$ cat src/logic/rcdim_consts.svh
// Offsets, field positions, reset values and index codes for the dest/dim regs
`ifndef RCDIM_CONSTS_SVH
`define RCDIM_CONSTS_SVH

// ****************************************************************
// Register indices and address width
// ****************************************************************
`define RCDIM_IDX_DEST_LOW 4'h4
`define RCDIM_IDX_DEST_HIGH 4'h5
`define RCDIM_IDX_DIM_X 4'h6
`define RCDIM_IDX_DIM_Y 4'h7
`define RCDIM_IDX_CTRL 4'hC
`define RCDIM_IDX_STATUS 4'hD
`define RCDIM_ADDR_W 6

// ****************************************************************
// Field positions
// ****************************************************************
`define RCDIM_IDX_HI 15
`define RCDIM_IDX_LO 12
`define RCDIM_LOW_W 12
`define RCDIM_HIGH_W 9
`define RCDIM_POS_W 21
`define RCDIM_DIM_W 12
`define RCDIM_DELTA_W 10
`define RCDIM_LOC_W 19
`define RCDIM_CTRL_W 8
`define RCDIM_CTRL_GO 0
`define RCDIM_ST_BUSY 0
`define RCDIM_ST_DIMOK 1
`define RCDIM_DIM_MAX 12'h800

// ****************************************************************
// Reset values
// ****************************************************************
`define RCDIM_RST_POS 21'h000000
`define RCDIM_RST_DIM 12'h000
`define RCDIM_RST_CTRL 8'h00

`endif

$ cat src/logic/rcdim_pkg.sv
// Types shared by the dest/dim register bank and its address mapper
package rcdim_pkg;

  // Control word, bit 0 is the write-only start request
  typedef struct packed {
    logic dest_linear;
    logic dest_is_mem;
    logic text_mode;
    logic packed_mode;
    logic line_mode;
    logic update_dest;
    logic quick_start;
    logic go;
  } rcdim_ctrl_t;

  // Where a position lands in display memory
  typedef struct packed {
    logic [18:0] location;
    logic [2:0] pixel_bit;
    logic [1:0] map_sel;
  } rcdim_map_t;

  typedef enum logic [1:0] {
    RCDIM_BUS_IDLE,
    RCDIM_BUS_ANSWER
  } rcdim_bus_t;

endpackage

$ cat src/logic/rcdim_addr_map.sv
// Turns a 21-bit position into location, pixel bit and map
`timescale 1ns/1ns
`default_nettype none
`include "rcdim_consts.svh"

module rcdim_addr_map (
  input wire logic sys_clk,
  input wire logic rst_n,
  input wire logic [20:0] pos,
  input wire logic packed_mode,
  output rcdim_pkg::rcdim_map_t map_q
);
  import rcdim_pkg::*;

  // ****************************************************************
  // Decode
  // ****************************************************************
  // Location is a byte offset, pages counted as contiguous
  always_ff @(posedge sys_clk) begin
    if (!rst_n) begin
      map_q <= '0;
    end else if (packed_mode) begin
      map_q.location <= {1'b0, pos[19:2]};
      map_q.pixel_bit <= 3'h0;
      map_q.map_sel <= pos[1:0];
    end else begin
      map_q.location <= {1'b0, pos[20:3]};
      map_q.pixel_bit <= 3'h7 - pos[2:0];
      map_q.map_sel <= 2'h0;
    end
  end

  // ****************************************************************
  // Checks
  // ****************************************************************
  a_planar_bit: assert property (
    @(posedge sys_clk) disable iff (!rst_n)
    !packed_mode |=> map_q.pixel_bit == 3'h7 - $past(pos[2:0])
      && map_q.location == {1'b0, $past(pos[20:3])})
    else $error("planar pixel bit or location wrong");
  a_packed_map: assert property (
    @(posedge sys_clk) disable iff (!rst_n)
    packed_mode |=> map_q.map_sel == $past(pos[1:0])
      && map_q.location == {1'b0, $past(pos[19:2])})
    else $error("packed map or location wrong");

endmodule // rcdim_addr_map

`default_nettype wire

$ cat src/logic/rcdim_regs.sv
// Destination position and dimension register bank on Avalon-MM
//
// Behaviour
// - Index 4 write loads position bits 11:0
// - Index 5 write loads bits 20:12; reserved zero
// - Position names starting corner of the move
// - Planar: low three bits pick pixel bit
// - Packed: low two bits pick map
// - Location is contiguous byte offset in memory
// - Non-memory destination ignores position pair
// - Width register, software keeps 1 to 2K
// - Graphics pixels; text characters times eight
// - Line mode: X delta uses bits 9:0
// - Height register, 1 to 2K, pixels or rows
// - Line mode: Y delta uses bits 9:0
// - Low and high concatenate to 21 bits
// - Quick start, update off: dest-low write starts transfer
// - Update on: advance destination after transfer
//
// The Avalon-MM register port was chosen for this implementation.
`timescale 1ns/1ns
`default_nettype none
`include "rcdim_consts.svh"

module rcdim_regs (
  input wire logic sys_clk,
  input wire logic rst_n,
  input wire logic [5:0] avs_address,
  input wire logic avs_read,
  input wire logic avs_write,
  input wire logic [31:0] avs_writedata,
  input wire logic [3:0] avs_byteenable,
  output logic [31:0] avs_readdata,
  output logic avs_waitrequest,
  input wire logic engine_done,
  output logic engine_start,
  output rcdim_pkg::rcdim_ctrl_t engine_ctrl,
  output logic [20:0] dest_pos,
  output logic dest_valid,
  output logic [11:0] dim_x,
  output logic [11:0] dim_y,
  output logic [9:0] line_delta_x,
  output logic [9:0] line_delta_y,
  output rcdim_pkg::rcdim_map_t dest_map
);
  import rcdim_pkg::*;

  // ****************************************************************
  // Helpers
  // ****************************************************************
  // A write lands only on its own index code in bits 15:12
  function automatic logic idx_hit(input logic [5:0] addr,
                                   input logic [31:0] data,
                                   input logic [3:0] code);
    idx_hit = (addr[5:2] == code)
      && (data[`RCDIM_IDX_HI:`RCDIM_IDX_LO] == code);
  endfunction

  function automatic logic dim_legal(input logic [11:0] d);
    dim_legal = (d != `RCDIM_RST_DIM) && (d <= `RCDIM_DIM_MAX);
  endfunction

  // ****************************************************************
  // Bus handshake
  // ****************************************************************
  rcdim_bus_t bus_q;
  logic wait_q;
  logic [31:0] rdata_q;
  logic wr_ok;
  logic rd_take;
  logic lanes_ok;

  // One wait cycle, then the request completes
  assign rd_take = avs_read && (bus_q == RCDIM_BUS_IDLE);
  assign lanes_ok = avs_byteenable[1:0] == 2'h3;
  assign wr_ok = avs_write && !wait_q && lanes_ok;

  always_ff @(posedge sys_clk) begin
    if (!rst_n) begin
      bus_q <= RCDIM_BUS_IDLE;
      wait_q <= 1'b1;
    end else begin
      unique case (bus_q)
        RCDIM_BUS_IDLE: begin
          if (avs_read || avs_write) begin
            bus_q <= RCDIM_BUS_ANSWER;
            wait_q <= 1'b0;
          end
        end
        RCDIM_BUS_ANSWER: begin
          bus_q <= RCDIM_BUS_IDLE;
          wait_q <= 1'b1;
        end
      endcase
    end
  end

  // ****************************************************************
  // Registers
  // ****************************************************************
  logic [20:0] dest_q;
  logic [20:0] dest_d;
  logic [11:0] dim_x_q;
  logic [11:0] dim_y_q;
  rcdim_ctrl_t ctrl_q;
  logic busy_q;
  logic start_q;
  logic wr_low;
  logic wr_high;
  logic wr_ctrl;
  logic soft_go;
  logic quick_go;
  logic [20:0] advance;

  assign wr_low = wr_ok && idx_hit(avs_address, avs_writedata,
    `RCDIM_IDX_DEST_LOW);
  assign wr_high = wr_ok && idx_hit(avs_address, avs_writedata,
    `RCDIM_IDX_DEST_HIGH);
  assign wr_ctrl = wr_ok && idx_hit(avs_address, avs_writedata,
    `RCDIM_IDX_CTRL);
  assign soft_go = wr_ctrl && avs_writedata[`RCDIM_CTRL_GO];
  assign quick_go = wr_low && ctrl_q.quick_start && !ctrl_q.update_dest;

  // Linear regions advance by the whole area, rectangles by one width
  always_comb begin
    if (ctrl_q.dest_linear) begin
      advance = 21'(dim_x_q * dim_y_q);
    end else begin
      advance = {9'h000, dim_x_q};
    end
  end

  // Software write beats the end-of-transfer update in the same cycle, for the field it writes
  always_comb begin
    dest_d = dest_q;
    if (engine_done && ctrl_q.update_dest) begin
      dest_d = 21'(dest_q + advance);
    end
    if (wr_low) begin
      dest_d[11:0] = avs_writedata[11:0];
    end
    if (wr_high) begin
      dest_d[20:12] = avs_writedata[8:0];
    end
  end

  // Position is the start corner; corner vs direction is software's
  always_ff @(posedge sys_clk) begin
    if (!rst_n) begin
      dest_q <= `RCDIM_RST_POS;
    end else begin
      dest_q <= dest_d;
    end
  end

  // Width in pixels or characters x8; the engine reads it per mode
  always_ff @(posedge sys_clk) begin
    if (!rst_n) begin
      dim_x_q <= `RCDIM_RST_DIM;
      dim_y_q <= `RCDIM_RST_DIM;
    end else begin
      if (wr_ok && idx_hit(avs_address, avs_writedata,
          `RCDIM_IDX_DIM_X)) begin
        dim_x_q <= avs_writedata[11:0];
      end
      if (wr_ok && idx_hit(avs_address, avs_writedata,
          `RCDIM_IDX_DIM_Y)) begin
        dim_y_q <= avs_writedata[11:0];
      end
    end
  end

  // Go bit is never stored; busy reflects it instead
  always_ff @(posedge sys_clk) begin
    if (!rst_n) begin
      ctrl_q <= `RCDIM_RST_CTRL;
    end else if (wr_ctrl) begin
      ctrl_q <= {avs_writedata[7:1], 1'b0};
    end
  end

  // ****************************************************************
  // Start and busy
  // ****************************************************************
  always_ff @(posedge sys_clk) begin
    if (!rst_n) begin
      start_q <= 1'b0;
    end else begin
      start_q <= soft_go || quick_go;
    end
  end

  // A new start in the done cycle keeps busy set
  always_ff @(posedge sys_clk) begin
    if (!rst_n) begin
      busy_q <= 1'b0;
    end else if (soft_go || quick_go) begin
      busy_q <= 1'b1;
    end else if (engine_done) begin
      busy_q <= 1'b0;
    end
  end

  // ****************************************************************
  // Read data
  // ****************************************************************
  always_ff @(posedge sys_clk) begin
    if (!rst_n) begin
      rdata_q <= 32'h00000000;
    end else if (rd_take) begin
      unique case (avs_address[5:2])
        `RCDIM_IDX_DEST_LOW:
          rdata_q <= {16'h0000, `RCDIM_IDX_DEST_LOW, dest_q[11:0]};
        `RCDIM_IDX_DEST_HIGH:
          rdata_q <= {16'h0000, `RCDIM_IDX_DEST_HIGH, 3'h0, dest_q[20:12]};
        `RCDIM_IDX_DIM_X:
          rdata_q <= {16'h0000, `RCDIM_IDX_DIM_X, dim_x_q};
        `RCDIM_IDX_DIM_Y:
          rdata_q <= {16'h0000, `RCDIM_IDX_DIM_Y, dim_y_q};
        `RCDIM_IDX_CTRL:
          rdata_q <= {16'h0000, `RCDIM_IDX_CTRL, 4'h0, ctrl_q};
        `RCDIM_IDX_STATUS:
          rdata_q <= {16'h0000, `RCDIM_IDX_STATUS, 10'h000,
            dim_legal(dim_x_q) && dim_legal(dim_y_q), busy_q};
        default:
          rdata_q <= 32'h00000000;
      endcase
    end
  end

  // ****************************************************************
  // Engine side outputs
  // ****************************************************************
  logic [9:0] dx_q;
  logic [9:0] dy_q;
  logic dest_valid_q;

  // Line mode hands over only the low ten bits as deltas
  always_ff @(posedge sys_clk) begin
    if (!rst_n) begin
      dx_q <= 10'h000;
      dy_q <= 10'h000;
    end else begin
      dx_q <= ctrl_q.line_mode ? dim_x_q[9:0] : 10'h000;
      dy_q <= ctrl_q.line_mode ? dim_y_q[9:0] : 10'h000;
    end
  end

  // Position pair means nothing unless the target is display memory
  always_ff @(posedge sys_clk) begin
    if (!rst_n) begin
      dest_valid_q <= 1'b0;
    end else begin
      dest_valid_q <= ctrl_q.dest_is_mem;
    end
  end

  rcdim_addr_map u_map (
    .sys_clk(sys_clk),
    .rst_n(rst_n),
    .pos(dest_q),
    .packed_mode(ctrl_q.packed_mode),
    .map_q(dest_map)
  );

  assign avs_readdata = rdata_q;
  assign avs_waitrequest = wait_q;
  assign engine_start = start_q;
  assign engine_ctrl = ctrl_q;
  assign dest_pos = dest_q;
  assign dest_valid = dest_valid_q;
  assign dim_x = dim_x_q;
  assign dim_y = dim_y_q;
  assign line_delta_x = dx_q;
  assign line_delta_y = dy_q;

  // ****************************************************************
  // Checks
  // ****************************************************************
  a_low_store: assert property (
    @(posedge sys_clk) disable iff (!rst_n)
    wr_low |=> dest_q[11:0] == $past(avs_writedata[11:0]))
    else $error("dest low not stored");
  a_high_store: assert property (
    @(posedge sys_clk) disable iff (!rst_n)
    wr_high |=> dest_q[20:12] == $past(avs_writedata[8:0]))
    else $error("dest high not stored");
  a_quick_start: assert property (
    @(posedge sys_clk) disable iff (!rst_n)
    quick_go |=> start_q && busy_q)
    else $error("quick start missed");
  a_no_quick_upd: assert property (
    @(posedge sys_clk) disable iff (!rst_n)
    wr_low && ctrl_q.update_dest && !wr_ctrl |=> !start_q)
    else $error("start with update on");
  a_start_cause: assert property (
    @(posedge sys_clk) disable iff (!rst_n)
    !(soft_go || quick_go) |=> !start_q)
    else $error("start without request");
  a_busy_clear: assert property (
    @(posedge sys_clk) disable iff (!rst_n)
    engine_done && !soft_go && !quick_go |=> !busy_q)
    else $error("busy not cleared");
  a_dest_advance: assert property (
    @(posedge sys_clk) disable iff (!rst_n)
    engine_done && ctrl_q.update_dest && !ctrl_q.dest_linear
      && !wr_low && !wr_high
      |=> dest_q == 21'($past(dest_q) + {9'h000, $past(dim_x_q)}))
    else $error("dest not advanced");
  a_lin_advance: assert property (
    @(posedge sys_clk) disable iff (!rst_n)
    engine_done && ctrl_q.update_dest && ctrl_q.dest_linear
      && !wr_low && !wr_high
      |=> dest_q == 21'($past(dest_q)
        + 21'($past(dim_x_q) * $past(dim_y_q))))
    else $error("linear dest not advanced");
  a_dest_hold: assert property (
    @(posedge sys_clk) disable iff (!rst_n)
    !wr_low && !wr_high && !(engine_done && ctrl_q.update_dest)
      |=> $stable(dest_q))
    else $error("dest changed unasked");
  a_dim_x_store: assert property (
    @(posedge sys_clk) disable iff (!rst_n)
    wr_ok && idx_hit(avs_address, avs_writedata, `RCDIM_IDX_DIM_X)
      |=> dim_x_q == $past(avs_writedata[11:0]))
    else $error("width not stored");
  a_dim_y_store: assert property (
    @(posedge sys_clk) disable iff (!rst_n)
    wr_ok && idx_hit(avs_address, avs_writedata, `RCDIM_IDX_DIM_Y)
      |=> dim_y_q == $past(avs_writedata[11:0]))
    else $error("height not stored");
  a_delta_x: assert property (
    @(posedge sys_clk) disable iff (!rst_n)
    ctrl_q.line_mode ##1 $stable(dim_x_q) |-> dx_q == dim_x_q[9:0])
    else $error("x delta wrong");
  a_delta_y: assert property (
    @(posedge sys_clk) disable iff (!rst_n)
    ctrl_q.line_mode ##1 $stable(dim_y_q) |-> dy_q == dim_y_q[9:0])
    else $error("y delta wrong");
  a_not_mem: assert property (
    @(posedge sys_clk) disable iff (!rst_n)
    !ctrl_q.dest_is_mem |=> !dest_valid_q)
    else $error("dest valid off memory");
  a_bus_answer: assert property (
    @(posedge sys_clk) disable iff (!rst_n)
    (avs_read || avs_write) && wait_q |=> !wait_q ##1 wait_q)
    else $error("bus answer late");

endmodule // rcdim_regs

`default_nettype wire

$ cat config.mk
export PLATFORM = sky130hd
export DESIGN_NAME = rcdim_regs
export DESIGN_NICKNAME = d
export VERILOG_FILES = /design/src/logic/rcdim_pkg.sv /design/src/logic/rcdim_addr_map.sv /design/src/logic/rcdim_regs.sv
export VERILOG_INCLUDE_DIRS = /design/src /design/src/logic
export SDC_FILE = /design/constraint.sdc
export NUM_CORES = 1
export LEC_CHECK = 0
export ABC_AREA = 1
export BUFFER_PORTS_ARGS = -buffer_cell sky130_fd_sc_hd__buf_2
export CAP_MARGIN = 40
export CORE_UTILIZATION = 53
export DETAILED_ROUTE_END_ITERATION = 6
export HOLD_SLACK_MARGIN = 0.06
export PLACE_DENSITY = 0.84
export SLEW_MARGIN = 10
export SYNTH_ARGS = -nofsm -noshare
export SYNTH_HDL_FRONTEND = slang
export SYNTH_HIERARCHICAL = 1
export SYNTH_SLANG_ARGS = --single-unit
$ cat constraint.sdc
create_clock -name sys_clk -period 5.9 [get_ports sys_clk]
set_clock_uncertainty 0.2 [all_clocks]
set_input_delay 1.18 -clock sys_clk [delete_from_list [all_inputs] [get_ports sys_clk]]
set_output_delay 1.18 -clock sys_clk [all_outputs]
set_load 0.02 [all_outputs]
* Word level (Yosys, flattened, before mapping)
Cells that the tools add are included.
** Storage, ports and cells
- Word-level logic and storage cells :: 87
- Latch bits :: 0
- RAM bits :: 0
- Memories kept :: 0
- Output and inout port bits :: 132
- Memory bits (read-only) :: 0
- Bits of input ports :: 47
- Bits in registers :: 134
** Operators by class
- $add $sub $neg :: 2
- Bitwise logic cells :: 1
- Multipliers :: 1
- $lt $le $gt $ge :: 2
- Reduce and logical (&&, ||, !) cells :: 33
- Shift-type cells :: 0
- Mux-type cells :: 12
- Eq/ne operators :: 14
- Div/mod/pow operators :: 0
** Operator list (number)
- 16-bit one-hot mux with 6 select lines :: 1
- 21-bit 2-to-1 mux :: 2
- 4-bit by 3-bit equality test with 1-bit output (second input constant) :: 8
- 12-bit less-or-equal comparator (second input constant) :: 2
- 12-bit nonzero test :: 2
- 23-bit 2-to-1 mux :: 1
- 21-bit adder :: 1
- 12-bit by 12-bit multiplier with 21-bit output :: 1
- 1-bit logical AND :: 20
- 4-bit equality test (second input constant) :: 3
- 12-bit 2-to-1 mux :: 1
- 9-bit 2-to-1 mux :: 1
- 2-bit nonzero test :: 3
- 2-bit one-hot mux with 2 select lines :: 1
- 2-bit AND reduction :: 2
- 1-bit 2-to-1 mux :: 3
- 3-bit subtractor (first input constant) :: 1
- 2-bit by 1-bit equality test with 1-bit output (second input constant) :: 1
- 2-bit equality test (second input constant) :: 1
- 1-bit zero test :: 2
- 2-bit zero test :: 1
- 1-bit logical OR :: 2
- 2-bit 2-to-1 mux :: 1
- 2-bit by 1-bit != test with 1-bit output (second input constant) :: 1
- other kinds (3) :: 3

* Longest topological paths before layout
Gate-level depths: netlist of run 1.
- Word-level depth :: 8
- Depth in mapped cells :: 36
- Depth with buffers taken out :: 34

* By module
The synthesis of run 1 kept the hierarchy.
** Modules (own cells, without submodules)
- rcdim_regs :: cells an instance 1378, area each 9748.1 µm², sequential area each 1861.8 µm², instances 1
- rcdim_addr_map :: cells an instance 96, area each 822.0 µm², sequential area each 460.4 µm², instances 1

* Least setup slack after synthesis of run 1
OpenSTA, ideal clock, no wires.
- Kind :: register -> register
- From :: register dim_x_q[7], in the netlist dim_x[7]
- To :: register dest_q[20], in the netlist dest_pos[20]
- Clock period less this slack :: 6.384 ns
- Path slack :: -0.484 ns
- Arrival time :: 6.113 ns
- Cell stages (with the launch flop) :: 35
- Path buffers :: 2
- Setup time :: 0.071 ns
- Cells stage by stage :: dfxtp_1 -> clkbuf_1 -> clkbuf_1 -> nand2_1 -> fa_1 -> inv_1 -> fa_1 -> inv_1 -> fa_1 -> fa_1 -> fa_1 -> inv_1 -> ha_1 -> nand2_1 -> a21oi_1 -> nor2_1 -> nand2_2 -> a21oi_1 -> o21ai_1 -> a21oi_1 -> xor2_1 -> nor2_1 -> ha_1 -> nand2_1 -> nor2_1 -> inv_1 -> nor2_2 -> nand4_1 -> nand3_1 -> nand2_1 -> nand2_1 -> inv_1 -> nand2_1 -> nand3_1 -> a21oi_1
** Between the ends
- Word-level cells in the longest chain between the ends :: 5
** Ends and longest elaborated chain
- from (decl) :: RTL line rcdim_regs.sv:103 : logic [11:0] dim_x_q;
- from (signal assigned) :: RTL line rcdim_regs.sv:159 : dim_x_q <= `RCDIM_RST_DIM;
- from (signal assigned) :: RTL line rcdim_regs.sv:164 : dim_x_q <= avs_writedata[11:0];
- 12-bit by 12-bit multiplier with 21-bit output :: RTL line rcdim_regs.sv:127 : advance = 21'(dim_x_q * dim_y_q);
- 21-bit 2-to-1 mux (*) :: RTL line rcdim_regs.sv:126 : if (ctrl_q.dest_linear) begin
- 21-bit adder (*) :: RTL line rcdim_regs.sv:137 : dest_d = 21'(dest_q + advance);
- 21-bit 2-to-1 mux (*) :: RTL line rcdim_regs.sv:136 : if (engine_done && ctrl_q.update_dest) begin
- 9-bit 2-to-1 mux (*) :: RTL line rcdim_regs.sv:142 : if (wr_high) begin
- to (signal assigned) :: RTL line rcdim_regs.sv:150 : dest_q <= `RCDIM_RST_POS;
- to (signal assigned) :: RTL line rcdim_regs.sv:152 : dest_q <= dest_d;
- to (decl) :: RTL line rcdim_regs.sv:101 : logic [20:0] dest_q;
Every way passes the cells marked *; elsewhere a longest branch is shown, timed or not. The select of a mux whose other input is x is not followed.
A chain may end at the register's enable or synchronous reset.

* Worst setup path after layout of run 1
- From :: register dim_x_q[1], in the netlist dim_x[1]
- To :: register dest_q[16], in the netlist dest_pos[16]
Same word-level chain as after synthesis.

==> results.py, run 1 <==
metrics = {
    "outcome": {
        "outcome": "finished, violations left",
        "violations": "negative setup slack",
    },
    "global_route": {
        "antenna_found_initial": 0,
        "grt_pass1_vias": 10696,
        "met2_usage": 0.566,
        "grt_busiest_layer": "met2",
        "met3_usage": 0.0691,
        "grt_pass1_wl_mm": 54.5,
        "grt_max_degree": 79,
        "grt_overflow": 0,
        "use_met1": 0.433,
        "grt_usage": 0.349,
    },
    "routing": {
        "routed_via_density": 5.58,
        "dr.pass1.iters": 6,
        "vias": 11006,
        "drtIter0Drc": 1064,
        "routed_wl_mm": 35.1,
        "wire_per_inst_um": 17.8,
        "ant_nets": 0,
        "drcViolationCount": 0,
    },
    "yosys": {
        "ys_seq_area_frac": 0.220,
        "yosys_warnings": 6,
        "synth_top_flop_cell": "dfxtp_1",
        "synth_top_cell_area_share": 0.220,
        "synth_most_common_cell": "nand2_1",
        "synth.avg_cell_area_um2": 7.17,
        "netlist_area_um2": 10600,
        "synth_edf_count": 0,
        "synth_cells": 1474,
        "yosys.area.top_type": "dfxtp_1",
        "ys_seq_elements": 116,
        "async_flop_share": 0,
        "synth_commonest_cells": "nand2_1 (331), inv_1 (293), dfxtp_1 (116), a21oi_1 (108), fa_1 (99)",
        "synth_cell_type_count": 53,
        "ys_top_cells_by_area": "dfxtp_1 (22%), fa_1 (19%), nand2_1 (12%), inv_1 (10%), ha_1 (8.0%)",
    },
    "timing": {
        "slew_viol_final": 0,
        "period_minus_slack_ps": 6080,
        "finalCritPeriodShare": 1.03,
        "fin_ws_ps": -175,
        "fmax_mhz": 165,
        "relSlewSlack": 0.436,
        "setup_viol": 6,
        "hold_slack_ps": 258,
        "finalHoldViolations": 0,
        "setup_tns_ps": -607,
        "rsz0062_at_grt": "true",
        "tightest_slew_ps": 843,
    },
    "setup_path": {
        "cp_max_fo": 11,
        "worstPathRequired_ps": 6060,
        "crit_path_start_kind": "flop",
        "r2r_slack_ps": -180,
        "arrival_ps": 6230,
        "worstSetupPathType": "reg2reg",
        "cp-end-kind": "flop",
    },
    "die": {
        "core_area_um2": 19500,
        "die_height_um": 143,
        "die_width_um": 143,
        "pin_count": 179,
        "num_rows": 51,
        "die-area_um2": 20500,
        "initial_core_util": 0.541,
    },
    "layout": {
        "design_area_um2": 13500,
        "fin_nets": 1909,
        "diodes": 0,
        "drive_gt1_frac": 0.264,
        "fill_cells": 1516,
        "area_growth_syn_to_layout_pct": 27.2,
    },
    "cts": {
        "clk_latency_ps": 430,
        "cts-root-buf": "clkbuf_16",
        "hold_buffers": 0,
        "cts_tree": "yes",
        "cts_max_level": 4,
        "clkTransAtPathRegs_ps": 60,
        "cts_max_path_buffers": 2,
        "numClockSinks": 116,
        "numCtsBuffers": 17,
    },
    "placement": {
        "port_buffers": 140,
        "placed_area_um2": 12200,
        "post-dp-hpwl_mm": 26.5,
        "gp_congestion": 0.983,
    },
    "flow_run": {
        "max_cap_viol_count": 0,
    },
    "pwr": {
        "irDropWorstVdd_mv": 0.239,
        "cellPowerDensity_nw_per_um2": 148,
        "p_total_uw": 1990,
        "power.leakage_uw": 0.00722,
    },
    "min_path": {
        "min_path_type": "reg2reg",
    },
}
[layout by cell type (no fill, tap or decap), types with 14 or more instances in the layout]
cell and count:
nand2_2 20, inv_2 15, o22ai_1 20, fa_1 97, o21ai_0 66, dfxtp_1 95
nand2_1 314, buf_2 140, inv_1 286, clkbuf_16 17, conb_1 18, nand3_1 70
a21oi_1 91, ha_4 14, a21oi_2 17, buf_4 113, ha_1 51, nor2_1 70
[area by class of cell]
type,instances,area (um2),area share
clock buffers,18,439,0.0327
flip-flops and latches,116,2380,0.177
multi-input cells,994,7300,0.543
clock inverters,14,200,0.0149
well taps,265,332,0.0247
repair buffers,258,1630,0.121
inverters,308,1170,0.0867
[flip-flops by register name (all words and copies together) (netlist names)]
register         cells
line_delta_x        10
dim_y               12
avs_waitrequest      1
avs_readdata        16
dest_valid           1
engine_ctrl          7
engine_start         1
bus_q                1
u_map/map_q         23
busy_q               1
dest_pos            21
dim_x               12
line_delta_y        10
[repair_timing]
action | 4_1_cts | 5_1_grt
pin swaps | 52 | 27
setup endpoints to repair | 10 | 11
gates resized for setup | 79 | 48
setup buffers | 12 | 5
[power by group]
part,total (uW),internal [uW],switching (uW)
sequential,784,782,2.05
clock,1130,723,405
combinational,79.9,17.5,62.4
total,1990,1520,469
[stage by stage]
stage	cells	worst slack (ps)	util
floorplan	1490	0.190	-
global placement	1924	-316	0.623
detailed placement	1924	-393	0.623
CTS	1968	-102	0.675
global route	1973	-507	0.689
finish	1973	-175	0.689
[per-layer routing]
layer  wire length, um  share of wire  up-vias
li1                  -              -     5024
met1             13200           0.38     5137
met2             16500           0.47      687
met3              3390          0.097      158
met4              1990          0.057        0
met5                 0              0        -
[path summary, 6_finish.rpt]
kind                               start  cells past startpoint            to
worst max register to register  dim_x[1]                     27  dest_pos[16]
worst max-delay path            dim_x[1]                     27  dest_pos[16]
worst min-delay path            bus_q[0]                      1      bus_q[0]
worst min register to register  bus_q[0]                      1      bus_q[0]
[logic make-up after synthesis]
| group | count (synthesis) | share of synthesized area |
|---|---|---|
| AND/OR/NAND/NOR | 547 | 0.222 |
| buffers and inverters | 380 | 0.147 |
| AO/OA/AOI/OAI | 247 | 0.131 |
| adder cells (fa/ha/maj) | 167 | 0.268 |
| flip-flops | 116 | 0.220 |
| XOR/XNOR | 15 | 0.0124 |
| other | 2 | 0.000710 |
[worst max-delay path, stage by stage (launching register included)]
cell and delay (ps):
dfxtp_2 420, buf_12 180, nand2_1 90, fa_1 560, inv_1 60, ha_1 200, fa_1 440, ha_1 290
inv_1 50, fa_1 480, inv_1 50, ha_1 330, a21oi_1 280, nand2_1 140, a21o_1 240, buf_4 150
xnor2_2 130, o21ai_0 190, ha_2 400, a21oi_4 210, a21boi_2 210, buf_4 130, nor2_1 30, nor2_1 130
nand2_1 70, nand2_1 70, nand3_2 120, a21oi_1 160
Power figures use the tool's default switching activity.
==> run 2, diff against run 1 <==
--- a/config.mk
+++ b/config.mk
@@ -6,13 +6,13 @@
 export SDC_FILE = /design/constraint.sdc
 export NUM_CORES = 1
 export LEC_CHECK = 0
-export ABC_AREA = 1
+export ABC_AREA = 0
 export BUFFER_PORTS_ARGS = -buffer_cell sky130_fd_sc_hd__buf_2
-export CAP_MARGIN = 40
-export CORE_UTILIZATION = 53
+export CAP_MARGIN = 20
+export CORE_UTILIZATION = 52
 export DETAILED_ROUTE_END_ITERATION = 6
 export HOLD_SLACK_MARGIN = 0.06
-export PLACE_DENSITY = 0.84
+export PLACE_DENSITY = 0.83
 export SLEW_MARGIN = 10
 export SYNTH_ARGS = -nofsm -noshare
 export SYNTH_HDL_FRONTEND = slang
==> run 2 against run 1 <==
Compared with the run above:
- first-iteration DRC count rose by 13%
- synthesized cell count fell by 19%
- final cell count fell by 13%
- synthesized area fell by 3.0%
- worst setup slack got worse by 490 ps
- flip-flop and latch count did not move
- critical path type unchanged
- the flow finishes with violations (design-rule violations, negative setup slack)
- fmax fell by 7.5%
- combinational power fell by 2.8%
==> results.py, run 2 <==
metrics = {
    "pwr": {
        "swShare": 0.234,
        "power.leakage_uw": 0.00679,
        "irDropWorstVdd_mv": 0.225,
        "switchingPower_uw": 439,
        "seq_power_share": 0.416,
        "comb_power_share": 0.041,
        "cellPowerDensity_nw_per_um2": 137,
        "p_int_uw": 1440,
        "clkPwrFrac": 0.542,
    },
    "cts": {
        "clkTransAtPathRegs_ps": 50,
        "numClockSinks": 116,
        "cts_max_path_buffers": 2,
        "cts-root-buf": "clkbuf_16",
        "cts_tree": "yes",
        "hold_buffers": 0,
        "numCtsBuffers": 17,
        "cts_max_level": 4,
        "clk_latency_ps": 420,
    },
    "yosys": {
        "async_flop_share": 0,
        "ys_seq_area_frac": 0.226,
        "synth_cell_type_count": 69,
        "synth_commonest_cells": "nand2_1 (173), inv_1 (136), dfxtp_1 (116), fa_1 (99)",
        "ys_top_cells_by_area": "dfxtp_1 (23%), fa_1 (19%), ha_1 (8.3%), nand2_1 (6.3%), inv_1 (5.0%)",
        "synth_edf_count": 0,
        "synth_cells": 1188,
        "synth_most_common_cell": "nand2_1",
        "yosys.area.top_type": "dfxtp_1",
        "synth_top_cell_area_share": 0.226,
        "synth.avg_cell_area_um2": 8.63,
        "yosys_warnings": 6,
        "netlist_area_um2": 10300,
        "ys_seq_elements": 116,
        "synth_top_flop_cell": "dfxtp_1",
    },
    "die": {
        "die_width_um": 142,
        "pin_count": 179,
        "core_area_um2": 19400,
        "num_rows": 51,
        "initial_core_util": 0.529,
        "die_height_um": 142,
        "die-area_um2": 20300,
    },
    "setup_path": {
        "critPathBufInv": 4,
        "arrival_ps": 6630,
        "startpoint": "dim_y[3]",
        "r2r_start": "dim_y[3]",
        "critPathSlowestCell": "fa_1",
        "worstSetupPathType": "reg2reg",
        "cp_max_fo": 6,
        "worstPathRequired_ps": 5960,
        "cp_top_family": "adder cells",
        "crit_path_start_kind": "flop",
        "cp_slowest_stage_delay_ps": 540,
        "cp-end-kind": "flop",
        "cpMostUsedCell": "fa_1",
    },
    "routing": {
        "ant_nets": 0,
        "routed_via_density": 6.04,
        "dr.pass1.iters": 7,
        "drcViolationCount": 3,
        "vias": 10428,
        "drtIter0Drc": 1199,
        "routed_wl_mm": 37.1,
        "wire_per_inst_um": 21.5,
    },
    "global_route": {
        "grt_max_degree": 66,
        "grt_pass1_vias": 10331,
        "grt_overflow": 0,
        "antenna_found_initial": 2,
        "grt_usage": 0.350,
        "grt_pass1_wl_mm": 54.0,
    },
    "timing": {
        "hold_slack_ps": 270,
        "rsz0062_at_grt": "true",
        "finalCritPeriodShare": 1.11,
        "tightest_slew_ps": 876,
        "finalHoldViolations": 0,
        "setup_viol": 10,
        "relSlewSlack": 0.416,
        "slew_viol_final": 0,
        "period_minus_slack_ps": 6570,
        "fmax_mhz": 152,
        "fin_ws_ps": -668,
    },
    "layout": {
        "final_common_cell": "nand2_1",
        "largest_register_ffs": 23,
        "fill_cells": 1332,
        "diodes": 0,
        "regMostFlops": "u_map/map_q",
        "drive_gt1_frac": 0.337,
        "fin_nets": 1662,
        "area_growth_syn_to_layout_pct": 33.2,
        "fin_util": 0.704,
        "layout_common_cells": "nand2_1 (157), buf_2 (141), buf_4 (140), inv_1 (127), fa_1 (93)",
    },
    "outcome": {
        "outcome": "finished, violations left",
        "violations": "design-rule violations, negative setup slack",
    },
    "placement": {
        "port_buffers": 140,
        "gp_congestion": 0.946,
        "post-dp-hpwl_mm": 24.3,
    },
    "min_path": {
        "min-delay-start": "avs_readdata[14]",
        "min_path_type": "reg2reg",
    },
    "flow_run": {
        "max_cap_viol_count": 0,
    },
}
==> run 2: changes by cell type after synthesis, sizes merged, moves of 18 or more <==
cell,change
nor2,-57
a21oi,-69
inv,-169
o21ai,-49
o22ai,-18
a21boi,+24
nor2b,+47
nand3,-67
and2,+67
nand2,-168
and3,+28
mux2i,+33
==> run 2: path summary, 6_finish.rpt <==
check	cells after the start	to	slack (ps)
max reg2reg	25	dest_pos[20]	-670
min reg2reg	2	avs_readdata[14]	270
max	25	dest_pos[20]	-670
min	2	avs_readdata[14]	270
==> run 2: per-stage QoR <==
step / instance area (um2) / std cells / setup TNS (ps) / power (uW) / setup slack (ps)
3_3_place_gp: 12300 / 1664 / -2730 / 871 / -496
2_1_floorplan: 10800 / 1204 / -398 / 851 / -211
4_1_cts: 13300 / 1714 / -1490 / 1860 / -407
3_5_place_dp: 12300 / 1665 / -3970 / 872 / -645
6_report: 13700 / 1726 / -4840 / 1880 / -668
5_1_grt: 13700 / 1726 / -6220 / 1920 / -808
==> run 2: metal layers <==
| metal | share of wire | track usage | vias to the layer above |
|---|---|---|---|
| met1 | 0.35 | 0.404 | 4961 |
| met5 | 0.00062 | 0 | - |
| met3 | 0.10 | 0.0757 | 275 |
| met2 | 0.46 | 0.583 | 772 |
| met4 | 0.079 | 0.233 | 4 |
| li1 | - | - | 4416 |
==> run 2: kinds of logic (layout without fill, tap and decap cells) <==
kind of cell    Yosys count  after routing  synth area share
xor+xnor                 31             31            0.0265
simple gates            413            413             0.204
mux                      42             42            0.0421
compound gates          201            201             0.137
other cells               2             18          0.000732
flops                   116            116             0.226
buf+inv                 216            473            0.0872
fa+ha+maj               167            167             0.276
==> run 2: worst register-to-register path, delay by kind of cell (launching register included) <==
| family | cells | cell delay, ps |
|---|---|---|
| XOR/XNOR | 1 | 180 |
| multiplexers | 1 | 340 |
| flip-flops | 1 | 390 |
| buffers and inverters | 4 | 360 |
| AND/OR/NAND/NOR | 3 | 570 |
| AO/OA/AOI/OAI | 9 | 1770 |
| adder cells (fa/ha/maj) | 7 | 2600 |
==> run 2: power by group through the flow <==
| stage | clock, uW | combinational [uW] | sequential, uW |
|---|---|---|---|
| 2_1_floorplan | 0 | 48.1 | 803 |
| 3_3_place_gp | 0 | 71.5 | 799 |
| 3_5_place_dp | 0 | 72.2 | 799 |
| 4_1_cts | 1010 | 72.6 | 782 |
| 5_1_grt | 1050 | 80.0 | 782 |
| 6_report | 1020 | 77.7 | 782 |
==> run 2: timing repair <==
item,4_1_cts,5_1_grt
resized for setup,67,60
pin swaps,49,29
setup endpoints to repair,10,11
buffers inserted,17,12
==> run 2: cell type report <==
type / count / area, um2 / area share
clock buffer: 22 / 495 / 0.0363
clock inverter: 10 / 95.1 / 0.00696
inverter: 136 / 510 / 0.0374
multi-input combinational: 872 / 7780 / 0.570
sequential: 116 / 2390 / 0.175
tap: 265 / 332 / 0.0243
timing repair buffer: 305 / 2060 / 0.151
